**src/design/status_pkg.sv**
```systemverilog
// Shared constants and types for the instrument status register groups
package status_pkg;
  // Register word width of every group
  localparam int WORD_W = 16;
  // Reset value of every stored group register
  localparam logic [15:0] REG_RESET = 16'h0000;
  // Power group: three uncalibrated conditions in bits 2..0
  localparam logic [15:0] POWER_COND_MASK = 16'h0007;
  localparam logic [15:0] POWER_EVENT_MASK = 16'h0007;
  // Questionable group bit positions
  localparam int QUES_INDETERMINATE_BIT = 13;
  localparam int QUES_CALIBRATION_BIT = 8;
  localparam int QUES_POWER_BIT = 3;
  localparam logic [15:0] QUES_COND_MASK = 16'h2108;
  localparam logic [15:0] QUES_EVENT_MASK = 16'h2108;
  // Serial receiver error group: bits 8..1 are events only, bit 0 unused
  localparam int SERIAL_FIRST_BIT = 1;
  localparam int SERIAL_UNITS = 8;
  localparam logic [15:0] SERIAL_COND_MASK = 16'h0000;
  localparam logic [15:0] SERIAL_EVENT_MASK = 16'h01fe;
  // Register selected by a status command
  typedef enum logic [4:0] {
    REG_COND = 5'b00001,
    REG_RISE = 5'b00010,
    REG_FALL = 5'b00100,
    REG_EVENT = 5'b01000,
    REG_ENABLE = 5'b10000
  } reg_sel_e;
  // Group selected by a status command
  typedef enum logic [2:0] {
    GRP_POWER = 3'b001,
    GRP_QUES = 3'b010,
    GRP_SERIAL = 3'b100
  } group_sel_e;
endpackage

```
**src/design/group_if.sv**
```systemverilog
// Carrier between the command decoder and one status register group
interface group_if;
  logic wr;
  logic rd;
  status_pkg::reg_sel_e reg_sel;
  logic [15:0] wdata;
  logic clear;
  logic [15:0] cond;
  logic [15:0] set;
  logic [15:0] rdata;
  logic summary;
  modport group (input wr, rd, reg_sel, wdata, clear, cond, set, output rdata, summary);
  modport ctrl (output wr, rd, reg_sel, wdata, clear, cond, set, input rdata, summary);
endinterface

```
**src/design/status_group.sv**
```systemverilog
// One status register group: condition, transition filters, event and enable
module status_group #(
  parameter logic [15:0] COND_MASK = 16'h0000,
  parameter logic [15:0] EVENT_MASK = 16'h0000
) (
  // Clock and reset
  input wire logic clk_in,
  input wire logic rst_in,
  // Command and source side
  group_if.group bus
);
  logic [15:0] cond_prev;
  logic [15:0] rise_filt;
  logic [15:0] fall_filt;
  logic [15:0] event_bits;
  logic [15:0] enable_bits;
  logic [15:0] next_event;
  wire [15:0] cond_now;
  wire [15:0] rising;
  wire [15:0] falling;
  wire [15:0] hits;
  wire event_clear;
  wire wr_rise;
  wire wr_fall;
  wire wr_enable;
  wire [15:0] wmasked;

  // Only implemented bits ever hold a one, so bit 15 and unused bits read zero
  assign cond_now = bus.cond & COND_MASK;
  assign wmasked = bus.wdata & EVENT_MASK;
  // Edge detection against last cycle's condition, gated by the filters
  assign rising = cond_now & ~cond_prev & rise_filt;
  assign falling = ~cond_now & cond_prev & fall_filt;
  assign hits = (rising | falling | bus.set) & EVENT_MASK;
  // A query of the event register and the clear-status command both empty it
  assign event_clear = bus.clear | (bus.rd && bus.reg_sel == status_pkg::REG_EVENT);
  // A new hit in the clearing cycle survives the clear
  assign next_event = (event_bits & ~{16{event_clear}}) | hits;
  // Write decode
  assign wr_rise = bus.wr && bus.reg_sel == status_pkg::REG_RISE;
  assign wr_fall = bus.wr && bus.reg_sel == status_pkg::REG_FALL;
  assign wr_enable = bus.wr && bus.reg_sel == status_pkg::REG_ENABLE;
  // Read selection; condition reads do not disturb anything
  assign bus.rdata = (bus.reg_sel == status_pkg::REG_COND) ? cond_now :
                     (bus.reg_sel == status_pkg::REG_RISE) ? rise_filt :
                     (bus.reg_sel == status_pkg::REG_FALL) ? fall_filt :
                     (bus.reg_sel == status_pkg::REG_EVENT) ? event_bits :
                     (bus.reg_sel == status_pkg::REG_ENABLE) ? enable_bits : 16'h0000;
  // Summary is any enabled event
  assign bus.summary = |(event_bits & enable_bits);

  // Condition history and event latch
  always_ff @(posedge clk_in) begin
    if (rst_in) begin
      cond_prev <= status_pkg::REG_RESET;
      event_bits <= status_pkg::REG_RESET;
    end else begin
      cond_prev <= cond_now;
      event_bits <= next_event;
    end
  end

  // Filters and enable hold the last written integer; zero clears the enable
  always_ff @(posedge clk_in) begin
    if (rst_in) begin
      rise_filt <= status_pkg::REG_RESET;
      fall_filt <= status_pkg::REG_RESET;
      enable_bits <= status_pkg::REG_RESET;
    end else begin
      if (wr_rise) rise_filt <= wmasked;
      if (wr_fall) fall_filt <= wmasked;
      if (wr_enable) enable_bits <= wmasked;
    end
  end
endmodule

```
**src/design/status_register_groups.sv**
```systemverilog
// Top of the power, questionable and serial receiver error status groups
// Function
// Event register clears on query and clear-status
// Enable holds last written value, zero clears
// Rising and falling filters writable and readable
// Condition query returns present state, no clear
// Bit 15 and unused bits read zero
// Questionable bits 13, 8, 3 mapped
// Questionable summary drives status byte bit three
// Serial errors on bits 1-8, event only
// Serial summary reaches status byte bit zero
// Both upstream enables needed for serial report
// Serial errors captured only in power-up or self-test
// Filtered edges latch events; summary is enabled OR
module status_register_groups (
  // Clock and reset
  input wire logic clk_in,
  input wire logic rst_in,
  // Status command port
  input wire logic cmd_valid_in,
  input wire logic cmd_write_in,
  input wire logic [2:0] cmd_group_in,
  input wire logic [4:0] cmd_reg_in,
  input wire logic [15:0] cmd_data_in,
  input wire logic clear_status_in,
  // Monitored conditions
  input wire logic [2:0] power_uncal_in,
  input wire logic indeterminate_in,
  input wire logic calibration_summary_in,
  input wire logic [7:0] serial_error_in,
  input wire logic power_up_check_in,
  input wire logic self_test_active_in,
  // Enables held by the communicate and hardware 1 groups
  input wire logic comm_serial_enable_in,
  input wire logic hw1_comm_enable_in,
  // Query response
  output logic resp_valid_out,
  output logic [15:0] resp_data_out,
  // Summaries
  output logic power_summary_out,
  output logic questionable_summary_out,
  output logic serial_summary_out,
  output logic status_byte_serial_out
);
  // Place one level at a given bit of a status word
  function automatic logic [15:0] place_bit(input logic value, input int pos);
    logic [15:0] word;
    word = 16'h0000;
    word[pos] = value;
    return word;
  endfunction

  // Spread the unit error pulses onto their event bits, leaving bit 0 unused
  function automatic logic [15:0] place_units(input logic [7:0] units);
    logic [15:0] word;
    word = 16'h0000;
    for (int i = 0; i < status_pkg::SERIAL_UNITS; i++) begin
      word[i + status_pkg::SERIAL_FIRST_BIT] = units[i];
    end
    return word;
  endfunction

  // Exactly one bit set; zero and multi-bit codes count as no selection
  function automatic logic one_hot(input logic [4:0] code);
    logic seen;
    logic twice;
    seen = 1'b0;
    twice = 1'b0;
    for (int i = 0; i < 5; i++) begin
      twice = twice | (seen & code[i]);
      seen = seen | code[i];
    end
    return seen & ~twice;
  endfunction

  group_if power_bus();
  group_if ques_bus();
  group_if serial_bus();

  // Command decode nets
  wire cmd_read;
  wire cmd_wr;
  wire group_ok;
  wire reg_ok;
  wire sel_power;
  wire sel_ques;
  wire sel_serial;
  // Per-group strobes
  wire power_wr;
  wire power_rd;
  wire ques_wr;
  wire ques_rd;
  wire serial_wr;
  wire serial_rd;
  // Condition, capture and answer nets
  wire serial_capture;
  wire [7:0] serial_gated;
  wire [15:0] serial_set;
  wire [15:0] ques_cond;
  wire [15:0] selected_rdata;
  wire serial_upstream_ok;
  wire status_byte_serial;

  // Command decode; a group or register code that is not one-hot selects nothing
  assign cmd_read = cmd_valid_in & ~cmd_write_in;
  assign cmd_wr = cmd_valid_in & cmd_write_in;
  assign group_ok = one_hot({2'b00, cmd_group_in});
  assign reg_ok = one_hot(cmd_reg_in);
  assign sel_power = group_ok & (cmd_group_in == status_pkg::GRP_POWER);
  assign sel_ques = group_ok & (cmd_group_in == status_pkg::GRP_QUES);
  assign sel_serial = group_ok & (cmd_group_in == status_pkg::GRP_SERIAL);

  // Strobes need a legal register code, so a garbled command leaves every group untouched
  assign power_wr = cmd_wr & sel_power & reg_ok;
  assign power_rd = cmd_read & sel_power & reg_ok;
  assign ques_wr = cmd_wr & sel_ques & reg_ok;
  assign ques_rd = cmd_read & sel_ques & reg_ok;
  assign serial_wr = cmd_wr & sel_serial & reg_ok;
  assign serial_rd = cmd_read & sel_serial & reg_ok;

  // Power group wiring
  assign power_bus.wr = power_wr;
  assign power_bus.rd = power_rd;
  assign power_bus.reg_sel = status_pkg::reg_sel_e'(cmd_reg_in);
  assign power_bus.wdata = cmd_data_in;
  assign power_bus.clear = clear_status_in;
  assign power_bus.cond = {13'h0, power_uncal_in};
  assign power_bus.set = 16'h0000;

  // Questionable group: power summary uses the registered copy, one cycle late
  assign ques_cond = place_bit(indeterminate_in, status_pkg::QUES_INDETERMINATE_BIT) |
                     place_bit(calibration_summary_in, status_pkg::QUES_CALIBRATION_BIT) |
                     place_bit(power_summary_out, status_pkg::QUES_POWER_BIT);
  assign ques_bus.wr = ques_wr;
  assign ques_bus.rd = ques_rd;
  assign ques_bus.reg_sel = status_pkg::reg_sel_e'(cmd_reg_in);
  assign ques_bus.wdata = cmd_data_in;
  assign ques_bus.clear = clear_status_in;
  assign ques_bus.cond = ques_cond;
  assign ques_bus.set = 16'h0000;

  // Serial errors are pulses with no condition; outside the check windows they are dropped
  assign serial_capture = power_up_check_in | self_test_active_in;
  assign serial_gated = serial_error_in & {status_pkg::SERIAL_UNITS{serial_capture}};
  assign serial_set = place_units(serial_gated);
  assign serial_bus.wr = serial_wr;
  assign serial_bus.rd = serial_rd;
  assign serial_bus.reg_sel = status_pkg::reg_sel_e'(cmd_reg_in);
  assign serial_bus.wdata = cmd_data_in;
  assign serial_bus.clear = clear_status_in;
  assign serial_bus.cond = 16'h0000;
  assign serial_bus.set = serial_set;

  // Response mux
  assign selected_rdata = sel_power ? power_bus.rdata :
                          sel_ques ? ques_bus.rdata :
                          sel_serial ? serial_bus.rdata : 16'h0000;
  // Serial summary passes the communicate and hardware 1 enables on its way up
  assign serial_upstream_ok = comm_serial_enable_in & hw1_comm_enable_in;
  assign status_byte_serial = serial_bus.summary & serial_upstream_ok;

  // Power group instance
  status_group #(
    .COND_MASK(status_pkg::POWER_COND_MASK),
    .EVENT_MASK(status_pkg::POWER_EVENT_MASK)
  ) power_group (
    .clk_in(clk_in),
    .rst_in(rst_in),
    .bus(power_bus.group)
  );

  // Questionable group instance
  status_group #(
    .COND_MASK(status_pkg::QUES_COND_MASK),
    .EVENT_MASK(status_pkg::QUES_EVENT_MASK)
  ) ques_group (
    .clk_in(clk_in),
    .rst_in(rst_in),
    .bus(ques_bus.group)
  );

  // Serial receiver error group instance
  status_group #(
    .COND_MASK(status_pkg::SERIAL_COND_MASK),
    .EVENT_MASK(status_pkg::SERIAL_EVENT_MASK)
  ) serial_group (
    .clk_in(clk_in),
    .rst_in(rst_in),
    .bus(serial_bus.group)
  );

  // Query answer one cycle after the command; event value is the pre-clear one
  always_ff @(posedge clk_in) begin
    if (rst_in) begin
      resp_valid_out <= 1'b0;
      resp_data_out <= 16'h0000;
    end else begin
      resp_valid_out <= cmd_read;
      if (cmd_read) resp_data_out <= selected_rdata;
    end
  end

  // Power and questionable summaries; registered so every output comes straight from a flop
  always_ff @(posedge clk_in) begin
    if (rst_in) begin
      power_summary_out <= 1'b0;
      questionable_summary_out <= 1'b0;
    end else begin
      power_summary_out <= power_bus.summary;
      questionable_summary_out <= ques_bus.summary;
    end
  end

  // Serial summary and its status byte bit; both lag the event register by one cycle
  always_ff @(posedge clk_in) begin
    if (rst_in) begin
      serial_summary_out <= 1'b0;
      status_byte_serial_out <= 1'b0;
    end else begin
      serial_summary_out <= serial_bus.summary;
      status_byte_serial_out <= status_byte_serial;
    end
  end
endmodule

```
**config.mk**
```make
export PLATFORM = sky130hd
export DESIGN_NAME = status_register_groups
export DESIGN_NICKNAME = d
export VERILOG_FILES = /design/src/design/status_pkg.sv /design/src/design/group_if.sv /design/src/design/status_group.sv /design/src/design/status_register_groups.sv
export SDC_FILE = /design/constraint.sdc
export NUM_CORES = 1
export LEC_CHECK = 0
export ABC_AREA = 1
export BUFFER_PORTS_ARGS = -buffer_cell sky130_fd_sc_hd__buf_2
export CAP_MARGIN = 20
export CORE_ASPECT_RATIO = 1.1
export CORE_MARGIN = 1
export CORE_UTILIZATION = 46
export CTS_CLUSTER_DIAMETER = 150
export DETAILED_ROUTE_END_ITERATION = 12
export PLACE_DENSITY = 0.66
export SLEW_MARGIN = 20
export SYNTH_ARGS = -nofsm -noshare
export SYNTH_HDL_FRONTEND = slang
export SYNTH_SLANG_ARGS = --single-unit
export TNS_END_PERCENT = 100
```
**constraint.sdc**
```tcl
create_clock -name clk_in -period 3.6 [get_ports clk_in]
set_input_delay 0.72 -clock clk_in [delete_from_list [all_inputs] [get_ports clk_in]]
set_output_delay 0.72 -clock clk_in [all_outputs]
set_load 0.01 [all_outputs]
```
==> results of run 1 <==
==> where the power goes <==
group	switching, W	internal, W	total [W]
Sequential	0.00000834	0.00131	0.00132
Clock	0.000535	0.000978	0.00151
Combinational	0.000119	0.0000531	0.000172
==> layer usage <==
metal	track usage (%)	wire, um	part of all wire (%)
met2	39.0	6100	49
met3	5.59	668	5.3
met1	30.0	5540	44
met4	9.18	243	1.9
met5	0	0	0
==> tightest hold or removal path, stage by stage (launching register included) <==
cell and delay [ns]:
dfxtp_1 0.29, inv_1 0.05, nor3_1 0.05
==> flip-flops by register name, indices dropped and copies added (netlist names), 8 cells and up <==
signal                    count
power_group.event_bits       16
ques_group.event_bits        16
resp_data_out                16
serial_group.event_bits      16
serial_group.enable_bits      8
serial_group.fall_filt        8
serial_group.rise_filt        8
==> layout by cell type, fill, tap and decap left out, drive strengths merged <==
cell / n
nand3: 33
o21bai: 4
nand2: 145
a221oi: 2
a21oi: 42
clkinv: 9
nor2: 127
buf: 69
inv: 79
clkbuf: 22
bufinv: 1
nand3b: 2
nand4: 15
o211ai: 7
o21ai: 58
o221ai: 5
nor3: 31
a31oi: 6
a22o: 1
dfxtp: 117
o22ai: 1
==> cells by family after synthesis <==
family          Yosys count  synth area share, %
buf+inv                 107                 8.55
simple gates            353                 30.4
flops                   117                 46.5
compound gates          126                 14.5
==> stage by stage <==
stage,util (%),power (W),setup WS [ns]
after floorplan,-,0.00145,1.71
after global placement,51.8,0.00151,0.982
after detailed placement,51.8,0.00152,0.883
after CTS,56.9,0.00303,1.33
after global routing,56.9,0.00311,1.09
final,56.9,0.00301,1.29
==> area by class of cell <==
class                      instances  area, sq um  share of cell area [%]
inverter                          83          313                    5.22
clock inverter                     6         55.1                   0.919
tap                              143          179                    2.99
sequential                       117         2340                    39.1
timing repair buffer              69          368                    6.14
clock buffer                      22          474                    7.91
multi-input combinational        479         2260                    37.7
==> how the worst max path moves through the flow <==
stage,startpoint,endpoint,slack [ns],cells after the start
6_report,cmd_reg_in[4],resp_data_out[2],1.29,9
5_1_grt,cmd_reg_in[4],resp_data_out[4],1.09,9
4_1_cts,cmd_reg_in[4],resp_data_out[2],1.33,9
3_5_place_dp,cmd_reg_in[4],resp_data_out[2],0.88,9
3_3_place_gp,cmd_reg_in[4],resp_data_out[1],0.98,9
2_1_floorplan,cmd_valid_in,serial_group.event_bits[1],1.71,9
==> run metrics, run 1 <==
most numerous cell in the Yosys netlist nand2_1; ANT cells 0; Final Max Tran Viols 0; gpl congestion 0.846; slew margin rel. 47.0%; TritonCTS clock tree built; Pleak 2.55 nW; grt ovf 0; WHS Path Cells 2; clock sinks 117; Cells after DPL 891; Critical Path Fanout Max 14; cell taking the most area after synthesis dfxtp_1; Startpoint Class primary input; antenna violations before repair 0; number of DRC markers in iteration 0 282; cts repair resizes 0; Mapped Area 5030 sq um; CTS Buffer Depth 2; Post-synth top flop dfxtp_1; vias in the first global route 4316; CP max stage delay 0.49 ns; antenna viol nets, final 0; WL/cell 13.7 um; Fin. Hold Viols 0; Std-Cell Rows 39; kind of critical path in2reg; vias per cell 5.14; critical path, cell by cell buf_2, inv_1, nand3_1, nand2_1, nor2_1, o21ai_0, nand2_1, nand3_1, a21oi_1; library cells used by synthesis 33; die width 102 um; Reg-to-Reg End resp_data_out[13]; Die ar. 11400 sq um; Worst setup EP type flop; CTS Root Cell clkbuf_16; total of max-cap violations 0; H-tree Lvls 4; CP bufs+invs 2; drt drc 0; largest net degree at the start of global routing 47; outcome complete, no violations; Reg2Reg Setup Slack 2.41 ns; global-route wire length before repair 20800 um; YS warnings 0; Reg2Reg Depth 6; total number of vias 4726; EDFF count, synth 0; register area share after synthesis 46.5%; unrepaired setup endpoints after global routing false; Reg clk slew, reported paths 0.05 ns; Commonest cells post-synth 142 x nand2_1, 120 x nor2_1, 117 x dfxtp_1; ys async rst share 0%; crit share post-route 64.1%; HPWL after DPL 8970 um; setup TNS 0 ns; Hold Slack 0.436 ns; I/O pin count 67; clk_lat worst skew 0.41 ns; Cells after Synth 703; reg-to-reg critical path startpoint ques_group.event_bits[13]; minimum clock period 2.31 ns; top cell type's share of synthesized area 46.5%; HP Class reg2reg; average cell area after synthesis 7.16 sq um; Crit path max-delay family simple AND/OR/NAND/NOR gates; Routed WL 12600 um; final setup violation count 0; share of layout cells above drive strength 1 14.9%; Area growth, synth to finish 19.0%; Power Dens Cells 501 nW/um^2; Hold Crit Start power_group.event_bits[7]; Chip Height 112 um; first-pass iteration count of the detailed router 6; PortBufs 60; initial cell density of the core 47.8%; largest cells by area after synthesis dfxtp_1 47%, nand2_1 11%, nor2_1 8.9%, inv_1 5.6%, o21ai_0 5.1%; Crit path arrival time 2.59 ns; Slowest-stage cell, CP nand3_1; fmax 434 MHz; critical path data required time 3.89 ns; hold_buf cts 0; Least-Margin Pin Slew 0.795 ns; syn_nets 749; synthesis-stage register bit count 117; cell area after layout 5990 sq um; cts bufs inserted 17; Core Region 10500 sq um; Post-Layout Cell Count 919; VDD IR max 0.000271 V; Hold Path Sink power_group.event_bits[7]; fin nets 813; worst clock skew 0.00968 ns; Fillers 1043; postcts setup bufs 0; total track usage 23.8%; placed cell area 5460 sq um
(Power assumes the default switching activity.)
==> inputs of run 2 (changes only) <==
- clock period: 3.6 -> 2.3 ns (I/O delays scaled with it)
==> run 2 against run 1 <==
  * Sequential power grew 57%
  * Combinational power grew 63%
  * Sequential share of layout area decreased by 1.2 points
  * Register-to-register slack lost 1.3 ns
  * Core utilization rose by 1.8 points
  * Clock power increased by 85%
  * Non-clock buffer count grew 12
  * Flip-flop and latch count did not move
  * Critical endpoint is now serial_group.fall_filt[4]
==> run metrics, run 2 (synthesized netlist as in run 1, its figures left out) <==
vias per cell 5.15; Fin. Hold Viols 0; ANT cells 0; number of DRC markers in iteration 0 236; CP endpoint serial_group.fall_filt[4]; Reg2Reg Setup Slack 1.09 ns; Critical Path Fanout Max 11; critical path startpoint cmd_reg_in[1]; total of max-cap violations 0; Least-Margin Pin Slew 0.428 ns; CTS Buffer Depth 2; global-route wire length before repair 21600 um; Pleak 2.64 nW; first-pass iteration count of the detailed router 5; clk_lat worst skew 0.41 ns; fin nets 825; worst clock skew 0.00630 ns; Startpoint Class primary input; die width 102 um; Fillers 1004; I/O pin count 67; Power Dens Cells 831 nW/um^2; cts bufs inserted 17; Reg2Reg Depth 6; initial cell density of the core 47.8%; cts repair resizes 0; WL/cell 13.7 um; Final Max Tran Viols 0; outcome complete, no violations; slew margin rel. 71.5%; minimum clock period 1.78 ns; antenna viol nets, final 0; Reg-to-Reg End resp_data_out[13]; Final Util 58.7%; Chip Height 112 um; CP max stage delay 0.27 ns; vias in the first global route 4585; total number of vias 4813; reg-to-reg critical path startpoint ques_group.event_bits[13]; drt drc 0; grt ovf 0; final setup violation count 0; Die ar. 11400 sq um; CTS Root Cell clkbuf_16; setup TNS 0 ns; Reg clk slew, reported paths 0.06 ns; hold_buf cts 0; PortBufs 60; antenna violations before repair 0; clock sinks 117; HP Class in2reg; total track usage 24.5%; critical path, cell by cell buf_2, nor2_4, nand3_2, nand2_1, o211ai_4, nor2_4, nand2_2, inv_1, nor2_1, nor2_1; Register Area 2340 sq um; Multi-input gate area 2260 sq um; Std-Cell Rows 39; Core Region 10500 sq um; unrepaired setup endpoints after global routing false; VDD IR max 0.000517 V; crit share post-route 77.4%; TritonCTS clock tree built; commonest non-fill, non-tap cells in the layout 142 x nand2_1, 120 x nor2_1, 117 x dfxtp_1, 75 x inv_1, 60 x buf_2; share of layout cells above drive strength 1 16.9%; kind of critical path in2reg; WHS Path Cells 3; postcts setup bufs 0; Routed WL 12800 um; largest net degree at the start of global routing 47; critical path data required time 2.64 ns; Worst setup EP type flop; HPWL after DPL 9260 um; gpl congestion 0.861; Area growth, synth to finish 22.8%; fmax 561 MHz; Crit path arrival time 2.13 ns; H-tree Lvls 4; Slowest-stage cell, CP nor2_4; commonest non-fill, non-tap cell in the layout nand2_1
==> run 2: worst max-delay path, delay by kind of cell <==
| kind | cells | cell delay [ns] |
|---|---|---|
| and+or+nand+nor | 7 | 1.14 |
| buffers and inverters | 2 | 0.38 |
| AOI/OAI and AO/OA | 1 | 0.14 |
==> run 2: worst min-delay path by stage <==
stage / slack [ns] / endpoint / startpoint
after CTS: 0.27 / status_byte_serial_out / hw1_comm_enable_in
final: 0.27 / status_byte_serial_out / hw1_comm_enable_in
after global routing: 0.29 / status_byte_serial_out / hw1_comm_enable_in
after floorplan: 0.42 / power_group.event_bits[13] / power_group.event_bits[13]
after global placement: 0.43 / power_group.event_bits[7] / power_group.event_bits[7]
after detailed placement: 0.43 / power_group.event_bits[13] / power_group.event_bits[13]
==> run 2: where the power goes <==
| group | internal, W | leakage [nW] | switching (W) |
|---|---|---|---|
| combinational | 0.0000921 | 1.40 | 0.000188 |
| sequential | 0.00205 | 0.947 | 0.0000143 |
| clock | 0.00182 | 0.299 | 0.000978 |
==> run 2: metal layers <==
metal	up-vias	part of all wire [%]	track usage, %
li1	2442	-	-
met1	2225	44	29.3
met2	121	49	41.6
met3	25	3.9	5.52
met4	0	2.5	10.6
met5	-	0	0
==> run 2: cell type report <==
type                            instances  area share [%]
Tap cell                              143            2.89
Clock buffer                           17            6.88
Sequential cell                       117            37.9
Inverter                               83            5.06
Timing Repair Buffer                   81            7.40
Clock inverter                         15            3.32
Multi-Input combinational cell        479            36.6
==> run 2: through the flow <==
| step | hold slack [ns] | cells | worst slack (ns) | instance area [sq um] | total power, W |
|---|---|---|---|---|---|
| 4_1_cts | 0.268 | 935 | 0.539 | 6180 | 0.00517 |
| 2_1_floorplan | 0.419 | 703 | 0.666 | 5030 | 0.00226 |
| 6_report | 0.273 | 935 | 0.519 | 6180 | 0.00514 |
| 5_1_grt | 0.291 | 935 | 0.334 | 6180 | 0.00531 |
| 3_5_place_dp | 0.433 | 903 | 0.131 | 5550 | 0.00239 |
| 3_3_place_gp | 0.427 | 903 | 0.182 | 5550 | 0.00238 |
